File: src/include/nsal_pkg.sv
// package for the flash status, address and lock block
// assumes a 32-bit apb bus and one 50 mhz clock
package nsal_pkg;
   // ***************
   // register map
   // ***************
   localparam logic [7:0]  ADDR_STATUS   = 8'h18;
   localparam logic [7:0]  ADDR_CMD_ADDR = 8'h1C;
   localparam logic [7:0]  ADDR_LOCK     = 8'h20;
   localparam logic [7:0]  ADDR_INTFLAG  = 8'h14;
   localparam int          CMD_ADDR_W    = 22;
   localparam int          HW_ADDR_W     = 16;
   localparam int          LOCK_W        = 16;
   localparam int          REGIONS       = 16;
   // ***************
   // field positions and resets
   // ***************
   localparam int          BIT_POWER_RED = 0;
   localparam int          BIT_LOAD      = 1;
   localparam int          BIT_BAD_CMD   = 2;
   localparam int          BIT_LOCK_ERR  = 3;
   localparam int          BIT_FLASH_ERR = 4;
   localparam int          BIT_READY     = 0;
   localparam int          BIT_ERROR     = 1;
   localparam logic [21:0] CMD_ADDR_RST  = 22'h000000;
   localparam logic [15:0] LOCK_ERASED   = 16'hFFFF;
   localparam logic [31:0] RDATA_ZERO    = 32'h00000000;
   // ***************
   // commands seen by the status logic
   // ***************
   typedef enum logic [2:0]
   {
      NSAL_CMD_NONE,
      NSAL_CMD_WRITE_PAGE,
      NSAL_CMD_PB_CLEAR,
      NSAL_CMD_SET_PWR_RED,
      NSAL_CMD_CLR_PWR_RED,
      NSAL_CMD_LOCK,
      NSAL_CMD_UNLOCK
   } nsal_cmd_type;
endpackage

File: src/hw/nsal_apb_slave.sv
// apb slave front end: decodes one transfer, answers in the access phase
// assumes the master keeps a request stable until pready
`timescale 1ns/1ns
`default_nettype none
module nsal_apb_slave
(
   input  wire logic        clk_in,
   input  wire logic        sys_rst_in,
   input  wire logic        psel_in,
   input  wire logic        penable_in,
   input  wire logic        pwrite_in,
   output logic             wr_stb_out,
   output logic             rd_stb_out,
   output logic             pready_out
);
   // ***************
   // single access with one wait state
   // ***************
   // pready pulses one cycle into the access phase, so every transfer
   // takes exactly setup plus two access cycles
   always_ff @(posedge clk_in)
   begin
      if (sys_rst_in)
      begin
         pready_out <= 1'b0;
      end
      else
      begin
         pready_out <= psel_in & penable_in & ~pready_out;
      end
   end
   always_comb
   begin
      wr_stb_out = psel_in & penable_in & pready_out & pwrite_in;
      rd_stb_out = psel_in & penable_in & ~pready_out & ~pwrite_in;
   end
endmodule // nsal_apb_slave
`default_nettype wire

File: src/hw/nsal_lock_bank.sv
// region lock bits, changed only by lock and unlock commands, erase and reset
// assumes commands come from the command engine on the same clock
`timescale 1ns/1ns
`default_nettype none
module nsal_lock_bank
   import nsal_pkg::*;
#(
   parameter int REGIONS_P = 16
)
(
   input  wire logic                  clk_in,
   input  wire logic                  sys_rst_in,
   input  wire logic                  erase_in,
   input  wire logic                  cmd_stb_in,
   input  wire nsal_pkg::nsal_cmd_type cmd_in,
   input  wire logic [3:0]            region_in,
   output logic [REGIONS_P-1:0]       lock_out
);
   // ***************
   // lock state
   // ***************
   // a 0 means locked; an erased lock area reads all ones (unlocked)
   always_ff @(posedge clk_in)
   begin
      if (sys_rst_in | erase_in)
      begin
         lock_out <= REGIONS_P'(LOCK_ERASED);
      end
      else if (cmd_stb_in && cmd_in == NSAL_CMD_LOCK)
      begin
         lock_out[region_in] <= 1'b0;
      end
      else if (cmd_stb_in && cmd_in == NSAL_CMD_UNLOCK)
      begin
         lock_out[region_in] <= 1'b1;
      end
   end
endmodule // nsal_lock_bank
`default_nettype wire

File: src/hw/nsal_top.sv
// flash controller tail: status flags, command address and region locks
// assumes the command engine, page buffer and sleep logic share clk_in
`timescale 1ns/1ns
`default_nettype none
module nsal_top
   import nsal_pkg::*;
#(
   parameter int REGIONS_P = 16
)
(
   input  wire logic                   clk_in,
   input  wire logic                   sys_rst_in,
   input  wire logic                   psel_in,
   input  wire logic                   penable_in,
   input  wire logic                   pwrite_in,
   input  wire logic [7:0]             paddr_in,
   input  wire logic [31:0]            pwdata_in,
   output logic [31:0]                 prdata_out,
   output logic                        pready_out,
   output logic                        pslverr_out,
   input  wire logic                   pb_load_in,
   input  wire logic [21:0]            pb_addr_in,
   input  wire logic                   cmd_exec_in,
   input  wire nsal_pkg::nsal_cmd_type cmd_in,
   input  wire logic                   flash_access_in,
   input  wire logic                   sleep_enter_in,
   input  wire logic                   sleep_exit_in,
   input  wire logic                   sleep_power_reduction_select_in,
   input  wire logic                   lock_erase_in,
   input  wire logic                   busy_in,
   input  wire logic                   flash_error_in,
   input  wire logic                   locked_region_error_in,
   input  wire logic                   bad_command_error_in,
   output logic [15:0]                 flash_addr_out,
   output logic                        flash_cmd_stb_out,
   output logic                        power_reduction_out
);
   import nsal_pkg::*;

   logic                 wr_stb;
   logic                 rd_stb;
   logic                 pready_i;
   logic [21:0]          command_address;
   logic [REGIONS_P-1:0] region_lock_state;
   logic                 page_buffer_loaded;
   logic                 power_reduction_flag;
   logic                 flash_error_bit;
   logic                 locked_region_error_bit;
   logic                 bad_command_error_bit;
   logic                 error_flag;
   logic                 ready_flag;
   logic                 hit_status;
   logic                 hit_addr;
   logic                 hit_flag;
   logic                 hit_lock;
   logic [31:0]          next_prdata;
   logic                 cmd_write_page;
   logic                 cmd_pb_clear;

   // ***************
   // bus front end
   // ***************
   nsal_apb_slave u_apb
   (
      .clk_in     (clk_in),
      .sys_rst_in (sys_rst_in),
      .psel_in    (psel_in),
      .penable_in (penable_in),
      .pwrite_in  (pwrite_in),
      .wr_stb_out (wr_stb),
      .rd_stb_out (rd_stb),
      .pready_out (pready_i)
   );

   always_comb
   begin
      pready_out = pready_i;
   end

   function automatic logic hit(input logic [7:0] a, input logic [7:0] off);
      hit = (a == off);
   endfunction

   // write-one-to-clear strobe for one bit of one register
   function automatic logic w1c(input logic stb, input logic hit_reg,
                                input logic data_bit);
      w1c = stb & hit_reg & data_bit;
   endfunction

   always_comb
   begin
      hit_status = hit(paddr_in, ADDR_STATUS);
      hit_addr   = hit(paddr_in, ADDR_CMD_ADDR);
      hit_flag   = hit(paddr_in, ADDR_INTFLAG);
      hit_lock   = hit(paddr_in, ADDR_LOCK);
      cmd_write_page = cmd_exec_in && cmd_in == NSAL_CMD_WRITE_PAGE;
      cmd_pb_clear   = cmd_exec_in && cmd_in == NSAL_CMD_PB_CLEAR;
   end

   // ***************
   // page buffer loaded flag
   // ***************
   // a new load in the same cycle as a clear keeps the flag set
   always_ff @(posedge clk_in)
   begin
      if (sys_rst_in)
      begin
         page_buffer_loaded <= 1'b0;
      end
      else if (pb_load_in)
      begin
         page_buffer_loaded <= 1'b1;
      end
      else if (cmd_write_page | cmd_pb_clear)
      begin
         page_buffer_loaded <= 1'b0;
      end
      else if (w1c(wr_stb, hit_status, pwdata_in[BIT_LOAD]))
      begin
         page_buffer_loaded <= 1'b0;
      end
   end

   // ***************
   // power reduction state
   // ***************
   // leaving wins over entering: a bus access must find the array awake
   always_ff @(posedge clk_in)
   begin
      if (sys_rst_in)
      begin
         power_reduction_flag <= 1'b0;
      end
      else if (flash_access_in
               || (cmd_exec_in && cmd_in == NSAL_CMD_CLR_PWR_RED)
               || (sleep_exit_in && sleep_power_reduction_select_in))
      begin
         power_reduction_flag <= 1'b0;
      end
      else if ((cmd_exec_in && cmd_in == NSAL_CMD_SET_PWR_RED)
               || (sleep_enter_in && sleep_power_reduction_select_in))
      begin
         power_reduction_flag <= 1'b1;
      end
   end

   always_ff @(posedge clk_in)
   begin
      if (sys_rst_in)
      begin
         power_reduction_out <= 1'b0;
      end
      else
      begin
         power_reduction_out <= power_reduction_flag;
      end
   end

   // ***************
   // error bits, set over clear
   // ***************
   // an error in the same cycle as its clear must not be lost
   always_ff @(posedge clk_in)
   begin
      if (sys_rst_in)
      begin
         flash_error_bit <= 1'b0;
      end
      else if (flash_error_in)
      begin
         flash_error_bit <= 1'b1;
      end
      else if (w1c(wr_stb, hit_status, pwdata_in[BIT_FLASH_ERR]))
      begin
         flash_error_bit <= 1'b0;
      end
   end

   always_ff @(posedge clk_in)
   begin
      if (sys_rst_in)
      begin
         locked_region_error_bit <= 1'b0;
      end
      else if (locked_region_error_in)
      begin
         locked_region_error_bit <= 1'b1;
      end
      else if (w1c(wr_stb, hit_status, pwdata_in[BIT_LOCK_ERR]))
      begin
         locked_region_error_bit <= 1'b0;
      end
   end

   always_ff @(posedge clk_in)
   begin
      if (sys_rst_in)
      begin
         bad_command_error_bit <= 1'b0;
      end
      else if (bad_command_error_in)
      begin
         bad_command_error_bit <= 1'b1;
      end
      else if (w1c(wr_stb, hit_status, pwdata_in[BIT_BAD_CMD]))
      begin
         bad_command_error_bit <= 1'b0;
      end
   end

   always_ff @(posedge clk_in)
   begin
      if (sys_rst_in)
      begin
         error_flag <= 1'b0;
      end
      else
      begin
         error_flag <= flash_error_in | locked_region_error_in
            | bad_command_error_in
            | (error_flag & ~w1c(wr_stb, hit_flag, pwdata_in[BIT_ERROR]));
      end
   end

   always_ff @(posedge clk_in)
   begin
      if (sys_rst_in)
      begin
         ready_flag <= 1'b0;
      end
      else
      begin
         ready_flag <= ~busy_in;
      end
   end

   // ***************
   // command address
   // ***************
   // a buffer load and a bus write in one cycle: the load wins, since
   // it names the page the pending write will really touch
   always_ff @(posedge clk_in)
   begin
      if (sys_rst_in)
      begin
         command_address <= CMD_ADDR_RST;
      end
      else if (pb_load_in)
      begin
         command_address <= pb_addr_in;
      end
      else if (wr_stb && hit_addr)
      begin
         command_address <= pwdata_in[CMD_ADDR_W-1:0];
      end
   end

   always_ff @(posedge clk_in)
   begin
      if (sys_rst_in)
      begin
         flash_addr_out    <= 16'h0000;
         flash_cmd_stb_out <= 1'b0;
      end
      else
      begin
         flash_cmd_stb_out <= cmd_exec_in;
         if (cmd_exec_in)
         begin
            flash_addr_out <= command_address[HW_ADDR_W-1:0];
         end
      end
   end

   // ***************
   // region locks
   // ***************
   // no bus write path exists into the lock bank at all
   nsal_lock_bank #(.REGIONS_P(REGIONS_P)) u_lock
   (
      .clk_in     (clk_in),
      .sys_rst_in (sys_rst_in),
      .erase_in   (lock_erase_in),
      .cmd_stb_in (cmd_exec_in),
      .cmd_in     (cmd_in),
      .region_in  (command_address[3:0]),
      .lock_out   (region_lock_state)
   );

   // ***************
   // read data
   // ***************
   always_comb
   begin
      next_prdata = RDATA_ZERO;
      if (hit_status)
      begin
         next_prdata[BIT_POWER_RED] = power_reduction_flag;
         next_prdata[BIT_LOAD]      = page_buffer_loaded;
         next_prdata[BIT_BAD_CMD]   = bad_command_error_bit;
         next_prdata[BIT_LOCK_ERR]  = locked_region_error_bit;
         next_prdata[BIT_FLASH_ERR] = flash_error_bit;
      end
      else if (hit_addr)
      begin
         next_prdata[CMD_ADDR_W-1:0] = command_address;
      end
      else if (hit_flag)
      begin
         next_prdata[BIT_READY] = ready_flag;
         next_prdata[BIT_ERROR] = error_flag;
      end
      else if (hit_lock)
      begin
         next_prdata[REGIONS_P-1:0] = region_lock_state;
      end
   end

   always_ff @(posedge clk_in)
   begin
      if (sys_rst_in)
      begin
         prdata_out  <= RDATA_ZERO;
         pslverr_out <= 1'b0;
      end
      else
      begin
         if (rd_stb)
         begin
            prdata_out <= next_prdata;
         end
         pslverr_out <= psel_in & penable_in & ~pready_i
            & ~(hit_status | hit_addr | hit_flag | hit_lock);
      end
   end
endmodule // nsal_top
`default_nettype wire

File: config.mk
export PLATFORM = sky130hd
export DESIGN_NAME = nsal_top
export DESIGN_NICKNAME = d
export VERILOG_FILES = /design/src/include/nsal_pkg.sv /design/src/hw/nsal_apb_slave.sv /design/src/hw/nsal_lock_bank.sv /design/src/hw/nsal_top.sv
export SDC_FILE = /design/constraint.sdc
export NUM_CORES = 1
export LEC_CHECK = 0
export BUFFER_PORTS_ARGS = -buffer_cell sky130_fd_sc_hd__clkbuf_2
export CAP_MARGIN = 15
export CORE_MARGIN = 4
export CORE_UTILIZATION = 35
export DETAILED_ROUTE_END_ITERATION = 7
export SYNTH_ARGS = -nofsm -noshare
export SYNTH_HDL_FRONTEND = slang
export SYNTH_HIERARCHICAL = 1
export SYNTH_SLANG_ARGS = --single-unit
File: constraint.sdc
create_clock -name clk_in -period 2.3 [get_ports clk_in]
set_clock_uncertainty 0.15 [all_clocks]
set_input_delay 0.115 -clock clk_in [delete_from_list [all_inputs] [get_ports clk_in]]
set_output_delay 0.115 -clock clk_in [all_outputs]
set_load 0.02 [all_outputs]
==> results of run 1 <==
## cells in the mapped netlist (2+ instances only)
cell | count | area (um^2)
buf_4 | 10 | 75.1
a21oi_1 | 19 | 95.1
mux2i_1 | 50 | 500
inv_1 | 5 | 18.8
a41oi_1 | 2 | 17.5
nor4_1 | 4 | 25.0
nand2_1 | 29 | 109
o21ai_1 | 7 | 35.0
or3_1 | 2 | 12.5
nor3_1 | 9 | 45.0
a22oi_1 | 9 | 67.6
buf_2 | 6 | 30.0
nor2_1 | 63 | 236
nand4b_1 | 5 | 43.8
buf_1 | 2 | 7.51
a31oi_1 | 3 | 18.8
a211o_1 | 2 | 17.5
a211oi_1 | 18 | 135
buf_6 | 3 | 33.8
nand2b_1 | 6 | 37.5
dfxtp_1 | 87 | 1740
nor3b_2 | 2 | 25.0
a2bb2oi_1 | 2 | 17.5
and4bb_1 | 2 | 25.0
o21ai_0 | 6 | 30.0
nor2b_1 | 3 | 18.8
clkbuf_1 | 16 | 60.1
nor3_2 | 2 | 20.0
a32oi_1 | 15 | 131
## final cells by class
class,count,area share
multi-input cells,291,0.364
flip-flops and latches,87,0.332
repair buffers,176,0.225
well taps,140,0.0334
clock buffers,10,0.0263
clock inverters,6,0.0146
inverters,6,0.00430
## what timing repair did
action                    CTS  global route
hold buffers               55             0
hold endpoints to repair   29             0
setup buffers               0             0
## critical path: stages
cell	delay, ns
clkbuf_2	0.09
or4_4	0.57
nor3_1	0.50
a32oi_1	0.19
dlygate4sd3_1	0.59
a21oi_1	0.13
## power by group through the flow
stage,registers (uW),logic (uW),clock network [uW]
CTS,1600,422,1160
floorplan,1640,211,0
detailed placement,1630,339,0
global placement,1630,334,0
global route,1610,466,1240
finish,1600,425,1140
## per-layer routing
metal  global-route usage  wire, um  up-vias
met5                    0         0        -
met4               0.0385       123        0
met3               0.0497       746       10
met2                0.261      4670      130
met1                0.215      4860     1652
li1                     -         -     1794
## kinds of logic after synthesis
group | after synthesis | synth area share
flip-flops | 87 | 0.453
AO/OA/AOI/OAI | 88 | 0.158
other | 1 | 0.000975
XOR/XNOR | 2 | 0.00651
AND/OR/NAND/NOR | 141 | 0.192
buffers and inverters | 43 | 0.0595
multiplexers | 50 | 0.130
## through the flow
stage               power (uW)  std cells  hold slack [ns]  worst slack, ns  utilization
detailed placement        1970        645            0.131            0.466        0.415
global placement          1970        645            0.133            0.485        0.415
global route              3310        716           0.0570            0.161        0.486
floorplan                 1850        421           0.0374            0.330            -
finish                    3160        716           0.0389            0.231        0.486
CTS                       3190        716           0.0177            0.323        0.486
## worst paths after layout
| kind | start | to | slack (ns) |
|---|---|---|---|
| worst min register to register | prdata_out[2] | prdata_out[2] | 0.31 |
| worst min-delay path | psel_in | pslverr_out | 0.04 |
| worst max-delay path | paddr_in[1] | command_address[1] | 0.23 |
| worst max register to register | u_apb/pready_out | bad_command_error_bit | 0.38 |
==> metrics.md, run 1 <==
| Metric | Value |
|---|---|
| Switching Fraction | 0.267 |
| F_max | 483 MHz |
| Vias in the first global route | 3,514 |
| Fin crit period | 2.07 ns |
| Area of placed instances | around 4500 um^2 |
| Syn. warnings | 6 |
| Die Span X | 113 um |
| H-tree lvl count | 3 |
| Comb power frac | 0.134 |
| Initial Util | 0.356 |
| Sw power | 845 uW |
| Most common cell after layout, fill and taps aside | clkbuf_2 |
| Netlist cell types | 52 |
| Setup Viol. Count Final | 0 |
| Synthesized area per cell | 9.34 um^2 |
| Post-DP HPWL | between 7000 and 8000 um |
| Die area | 12,700 um^2 |
| Final ANT Viol Nets | 0 |
| Final Hold Violating Endpoints | 0 |
| Post-synthesis async set-or-reset flop share | 0 |
| Worst-Skew Late Latency | 0.35 ns |
| Post-route setup TNS | 0 ns |
| Largest net degree at the start of global routing | 71 |
| CP Capture Type | flop |
| Pint | 2320 uW |
| First-pass GRT wire length | 16,900 um |
| Seq. cell area | 1740 um^2 |
| Fill cells | 1,022 |
| Ys flop type | dfxtp_1 |
| Area growth syn-to-layout | 36.3% |
| DR WL/cell | 14.5 um |
| Most frequent cells in the layout | clkbuf_2 (112), dfxtp_1 (87), nor2_1 (63) |
| CP Max Fanout | 4 |
| Share of cells above drive strength 1 | 0.260 |
| Crit path kind | input port to flop |
| Critical Path AT | 2.20 ns |
| Routed WL | between 10,000 and 15,000 um |
| FF-to-FF path depth | 5 |
| Worst Hold Class | input port to flop |
| Req. time, crit path | about 2.4 ns |
| Outcome | finished clean |
| DR iter-0 viols | 188 |
| Worst Tran Pin Value | 0.759 ns |
| Slew Limit Headroom | 0.491 |
| Total gr overflow | 0 |
| Height of the die | between 100 and 150 um |
| Clock sinks | 87 |
| Peak supply drop | 0.355 mV |
| Clock slew at reported path FFs | 0.09 ns |
| Yosys reg bits | 87 |
| Io pins | 133 |
| Via count | 3,586 |
| Post-CTS resize count | 0 |
| Period utilization | 0.899 |
| Clock Power Share | 0.360 |
| Port buffer count | 112 |
| Worst setup SP type | input port |
| Vias per cell | 5.01 |
| Worst Hold Path Cells | 4 |
| Antenna diode count | 0 |
| RePlAce Congestion | 0.798 |
| Post-synth EDFFs | 0 |
| Slew Viols, Final | 0 |
| Multi-input logic area | between 1500 and 2000 um^2 |
| Placement Rows | 38 |
| DR pass1 iterations | 4 |
| Antenna violations before repair | 0 |
| CTS tree | done |
| Leak Pwr | around 0.0022 uW |
| Post-Synthesis Cells | between 400 and 500 |
| Total track usage | 0.162 |
| Sequential share of power | 0.505 |
| Core area | between 10,000 and 15,000 um^2 |
| Mapped Area | slightly below 4000 um^2 |
| Power Density | between 600 and 700 nW/um^2 |
| Drc violations | 0 |
| Clock Path Buffers | 2 |
| Final net count | between 600 and 700 |
| Post-route cell area | approximately 5200 um^2 |
| RSZ-0062 raised after global routing | no |
| Num CTS Buffers | 9 |
| Total of max-cap violations | 0 |
| Seq/Total Area, Yosys | 0.453 |
| Root Buffer Master | clkbuf_8 |
Power figures use the tool's default switching activity.
==> run 2: changes to the inputs <==
CORE_ASPECT_RATIO = 0.75   (was default)
RECOVER_POWER = 25   (was default)
clock period = 2.15 ns   (was 2.3 ns; I/O delays follow)
==> metrics.md, run 2 (synthesis gave the netlist of run 1 again) <==
| Metric | Value |
|---|---|
| Outcome | finished clean |
| Antenna violations before repair | 0 (unchanged) |
| Num CTS Buffers | 9 (unchanged) |
| Drc violations | 0 (unchanged) |
| Critical Path AT | 2.19 ns (about the same) |
| Antenna diode count | 0 (unchanged) |
| Worst Tran Pin Value | 1.20 ns (+0.441 ns) |
| Crit path kind | input port to flop |
| Power Density | 738 nW/um^2 (+22%) |
| Worst-Skew Late Latency | 0.33 ns (-0.02 ns) |
| Post-route setup TNS | 0 ns (unchanged) |
| Clock sinks | 87 (unchanged) |
| Peak supply drop | 0.337 mV (-4.9%) |
| Die Span X | 129 um (+14%) |
| Worst Hold Path Cells | 3 (-1) |
| Slew Viols, Final | 0 (unchanged) |
| Total of max-cap violations | 0 (unchanged) |
| Largest net degree at the start of global routing | 38 (-46%) |
| Vias per cell | 5.08 (+1.4%) |
| CP Max Fanout | 9 (+5) |
| Worst Hold Class | input port to flop |
| Final net count | 642 (-1.5%) |
| CP top delay family | buffers and inverters |
| Final ANT Viol Nets | 0 (unchanged) |
| Post-DP HPWL | 7850 um (+8.3%) |
| Placement Rows | 32 (-16%) |
| RePlAce Congestion | 0.808 (+1.3%) |
| DR WL/cell | 15.4 um (+6.0%) |
| Period utilization | 0.968 |
| Io pins | 133 (unchanged) |
| Total track usage | 0.169 (+0.00665) |
| Total power draw | 3870 uW (+22%) |
| Setup Viol. Count Final | 0 (unchanged) |
| Slew Limit Headroom | 0.200 (-0.291) |
| First-pass GRT wire length | 17,400 um (+2.5%) |
| CP most frequent cell | dlygate4sd3_1 |
| Fin crit period | 2.08 ns |
| DR iter-0 viols | 186 (-1.1%) |
| Clock Path Buffers | 2 (unchanged) |
| Initial Util | 0.367 (+0.0103) |
| Most frequent cells in the layout | clkbuf_2 (97), dfxtp_1 (87), nor2_1 (63) |
| Root Buffer Master | clkbuf_16 |
| Worst setup SP type | input port |
| Die area | 12,700 um^2 (+0.13%) |
| Core area | 10,500 um^2 (-2.8%) |
| Crit-path cells | dlygate4sd3_1 -> clkbuf_2 -> nor3_1 -> a32oi_1 -> dlygate4sd3_1 -> a21oi_1 |
| Area growth syn-to-layout | 36.3% (about the same) |
| Vias in the first global route | 3,496 (-0.51%) |
| Leak Pwr | 0.00213 uW (-1.7%) |
| CP Capture Type | flop |
| CTS tree | done |
| Total gr overflow | 0 (unchanged) |
| Port buffer count | 112 (unchanged) |
| FF-to-FF path depth | 5 (unchanged) |
| Routed WL | 10,800 um (+3.9%) |
| Clock slew at reported path FFs | 0.06 ns (-0.03 ns) |
| Req. time, crit path | 2.26 ns (-0.17 ns) |
| F_max | 480 MHz |
| CP max stage cell | dlygate4sd3_1 |
| Final Hold Violating Endpoints | 0 (unchanged) |
| Height of the die | 98.8 um (-12%) |
| Via count | 3,566 (-0.56%) |
| DR pass1 iterations | 4 (unchanged) |
| Most common cell after layout, fill and taps aside | clkbuf_2 |
| H-tree lvl count | 3 (unchanged) |
| Share of cells above drive strength 1 | 0.240 (-0.0201) |
| Max incr delay on CP | 0.59 ns (about the same) |
| RSZ-0062 raised after global routing | no |
| Buf+Inv Stages, Crit Path | 3 (+1) |
| Critical path depth | 6 (unchanged) |
[run 2: worst reg2reg max path, cell delays in order, from the launching register on]
cell and delay, ns:
dfxtp_1 0.36, a21oi_1 0.17, a21bo_2 0.24, a21oi_1 0.22, a2111oi_0 0.10, dlygate4sd3_1 0.58
[run 2: final timing paths]
check | from | endpoint | slack (ns)
worst max-delay path | pb_load_in | command_address[2] | 0.07
worst min-delay path | pb_addr_in[0] | command_address[0] | 0.007
worst max register to register | power_reduction_flag | power_reduction_flag | 0.22
worst min register to register | prdata_out[3] | prdata_out[3] | 0.30
[run 2: timing repair]
action / CTS / global route
gates resized for setup: 0 / 1
setup buffers: 0 / 0
hold endpoints to repair: 26 / 0
endpoints found under the setup margin: 0 / 2
hold buffers: 42 / 0
[run 2: power by group]
part,internal (uW),switching (uW),total [uW]
Sequential,1670,49.1,1720
Clock,1090,624,1710
Combinational,210,231,441
[run 2: metrics by stage]
step | cell area [um^2] | setup WS (ns) | std cells | utilization | hold slack, ns
2_1_floorplan | 3880 | 0.180 | 421 | - | 0.0299
3_3_place_gp | 4510 | 0.373 | 644 | 0.430 | 0.127
3_5_place_dp | 4510 | 0.348 | 644 | 0.430 | 0.130
4_1_cts | 5260 | 0.141 | 702 | 0.502 | 0.00198
5_1_grt | 5240 | 0.0174 | 702 | 0.500 | 0.00545
6_report | 5240 | 0.0686 | 702 | 0.500 | 0.00668
[run 2: metal layers]
layer	vias to the layer above	share of wire	GRT usage	wire length (um)
li1	1769	-	-	-
met1	1687	0.47	0.226	5050
met2	104	0.46	0.269	4970
met3	6	0.067	0.0542	725
met4	0	0.0056	0.0339	60
met5	-	0	0	0
[run 2: area by class of cell]
| type | count | area, um^2 |
|---|---|---|
| sequential | 87 | 1740 |
| fill | 989 | 5250 |
| tap | 136 | 170 |
| inverter | 6 | 22.5 |
| clock inverter | 4 | 77.6 |
| timing repair buffer | 166 | 1060 |
| clock buffer | 12 | 256 |
| multi-input combinational | 291 | 1910 |
==> run 3: changes to the inputs <==
MAX_ROUTING_LAYER = met4   (was default)
clock period = 1.96 ns   (was 2.15 ns; I/O delays follow)
==> metrics.md, run 3 (synthesis gave the netlist of run 1 again) <==
| Metric | Value |
|---|---|
| CP Capture Type | flop |
| Setup Viol. Count Final | 0 (unchanged) |
| Critical Path AT | 1.98 ns (-0.21 ns) |
| Clock Path Buffers | 2 (unchanged) |
| Crit path kind | input port to flop |
| Pint | 3120 uW (+5.4%) |
| Leak Pwr | 0.00220 uW (+3.1%) |
| Most frequent cells in the layout | clkbuf_2 (95), dfxtp_1 (87), nor2_1 (63) |
| DR iter-0 viols | 167 (-10%) |
| Peak supply drop | 0.534 mV (+58%) |
| Initial Util | 0.367 (unchanged) |
| CTS tree | done |
| Antenna diode count | 0 (unchanged) |
| RePlAce Congestion | 0.796 (-1.5%) |
| Drc violations | 0 (unchanged) |
| Max incr delay on CP | 0.59 ns (about the same) |
| Worst-Skew Late Latency | 0.34 ns (about the same) |
| Die Span X | 129 um (unchanged) |
| Routed WL | 11,000 um (+1.9%) |
| Total gr overflow | 0 (unchanged) |
| Share of cells above drive strength 1 | 0.244 (+0.00416) |
| Via count | 3,583 (+0.48%) |
| Core area | 10,500 um^2 (unchanged) |
| Post-route setup TNS | 0 ns (unchanged) |
| Worst Hold Path Cells | 4 (+1) |
| CP top delay family | buffers and inverters |
| Worst Tran Pin Value | 1.19 ns (-0.00943 ns) |
| DR pass1 iterations | 4 (unchanged) |
| Root Buffer Master | clkbuf_16 |
| Largest net degree at the start of global routing | 40 (+5.3%) |
| H-tree lvl count | 3 (unchanged) |
| Comb power frac | 0.123 (+0.009) |
| Final ANT Viol Nets | 0 (unchanged) |
| Fill cells | 993 (+0.40%) |
| Seq. cell area | 1740 um^2 (unchanged) |
| Total of max-cap violations | 0 (unchanged) |
| Req. time, crit path | 2.03 ns (-0.23 ns) |
| Io pins | 133 (unchanged) |
| CP Max Fanout | 6 (-3) |
| Clock Power Share | 0.426 (-0.016) |
| Buf+Inv Stages, Crit Path | 4 (+1) |
| Worst Hold Class | input port to flop |
| Multi-input logic area | 1930 um^2 (+0.98%) |
| Post-route cell area | 5420 um^2 (+3.3%) |
| RSZ-0062 raised after global routing | no |
| DR WL/cell | 15.3 um (-0.75%) |
| Total power draw | 4180 uW (+8.0%) |
| First-pass GRT wire length | 17,700 um (+1.9%) |
| Slew Limit Headroom | 0.206 (+0.00629) |
| Num CTS Buffers | 9 (unchanged) |
| Sw power | 1060 uW (+17%) |
| Area growth syn-to-layout | 40.8% |
| Area of placed instances | 4510 um^2 (+0.17%) |
| FF-to-FF path depth | 5 (unchanged) |
| R2r endpoint | command_address[2] |
| Final net count | 661 (+3.0%) |
| Total track usage | 0.177 (+0.00822) |
| Final WS setup | 0.0515 ns (-0.0170 ns) |
| Sequential share of power | 0.450 (+0.006) |
| Placement Rows | 32 (unchanged) |
| Antenna violations before repair | 0 (unchanged) |
| Most common cell after layout, fill and taps aside | clkbuf_2 |
| Clock slew at reported path FFs | 0.06 ns (about the same) |
| Reg-to-Reg Start | u_apb/pready_out |
| Port buffer count | 112 (unchanged) |
| Worst setup SP type | input port |
| Hold EP | bad_command_error_bit |
| Slew Viols, Final | 0 (unchanged) |
| Die area | 12,700 um^2 (unchanged) |
| Vias per cell | 4.97 (-2.2%) |
| HP Start | pwdata_in[2] |
| Post-DP HPWL | 7700 um (-2.0%) |
| Clock sinks | 87 (unchanged) |
| CP max stage cell | dlygate4sd3_1 |
| F_max | 524 MHz |
| Crit-path cells | dlygate4sd3_1 -> clkbuf_2 -> and4_4 -> buf_4 -> a32oi_1 -> dlygate4sd3_1 -> a21oi_1 |
| Height of the die | 98.8 um (unchanged) |
| Period utilization | 0.974 |
| Worst reg-to-reg setup slack | 0.12 ns (-0.10 ns) |
| Switching Fraction | 0.253 (+0.0189) |
| CP most frequent cell | dlygate4sd3_1 |
| Worst setup path start | penable_in |
| Fin crit period | 1.91 ns |
| Outcome | finished clean |
| Vias in the first global route | 3,536 (+1.1%) |
| Power Density | 771 nW/um^2 (+4.5%) |
| Worst slack, placed | 0.160 ns (-0.188 ns) |
| Final Hold Violating Endpoints | 0 (unchanged) |
==> run 3: changes by cell type in the layout (fill, tap and decap cells not counted), moves of 2 or more <==
cell           change
buf_4              +6
clkbuf_2           -2
clkinvlp_4         +2
dlygate4sd3_1     +14
==> run 3: stage by stage <==
stage	cells	utilization	hold WS [ns]
after floorplan	421	-	0.0204
after global placement	645	0.430	0.128
after detailed placement	645	0.430	0.134
after CTS	717	0.514	0.000174
after global routing	721	0.516	0.0642
final	721	0.516	0.0231
==> run 3: routing by layer <==
metal	GRT usage	routed length, um
met1	0.234	5150
met2	0.270	4970
met3	0.0558	807
met4	0.0323	87
met5	-	0
==> run 3: cell type report <==
type / instances / share of cell area
sequential: 87 / 0.322
clock inverter: 6 / 0.0146
inverter: 6 / 0.00416
tap: 136 / 0.0314
timing repair buffer: 185 / 0.228
multi-input combinational: 291 / 0.356
clock buffer: 10 / 0.0441
==> run 3: what timing repair did <==
action / in CTS / in global routing
setup buffers: 0 / 4
endpoints found under the setup margin: 0 / 7
hold endpoints to repair: 31 / 0
hold buffers: 56 / 0
gates resized for setup: 0 / 5
==> run 3: worst min-delay path, delay by kind of cell <==
family          cells  cell delay, ns
buf+inv             1            0.10
simple gates        1            0.08
compound gates      2            0.20
==> run 3: worst max path at each step <==
stage | end | slack (ns) | depth (start not counted)
finish | command_address[2] | 0.05 | 7
global route | command_address[2] | 0.00009 | 7
CTS | command_address[2] | 0.08 | 6
detailed placement | pslverr_out | 0.16 | 6
global placement | pslverr_out | 0.19 | 6
floorplan | command_address[10] | 0.007 | 7
==> run 3: power by group through the flow <==
stage | Combinational [uW] | Clock (uW) | Sequential [uW]
after floorplan | 248 | 0 | 1920
after global placement | 403 | 0 | 1920
after detailed placement | 411 | 0 | 1920
after CTS | 508 | 1830 | 1880
after global routing | 565 | 1900 | 1890
final | 516 | 1780 | 1880
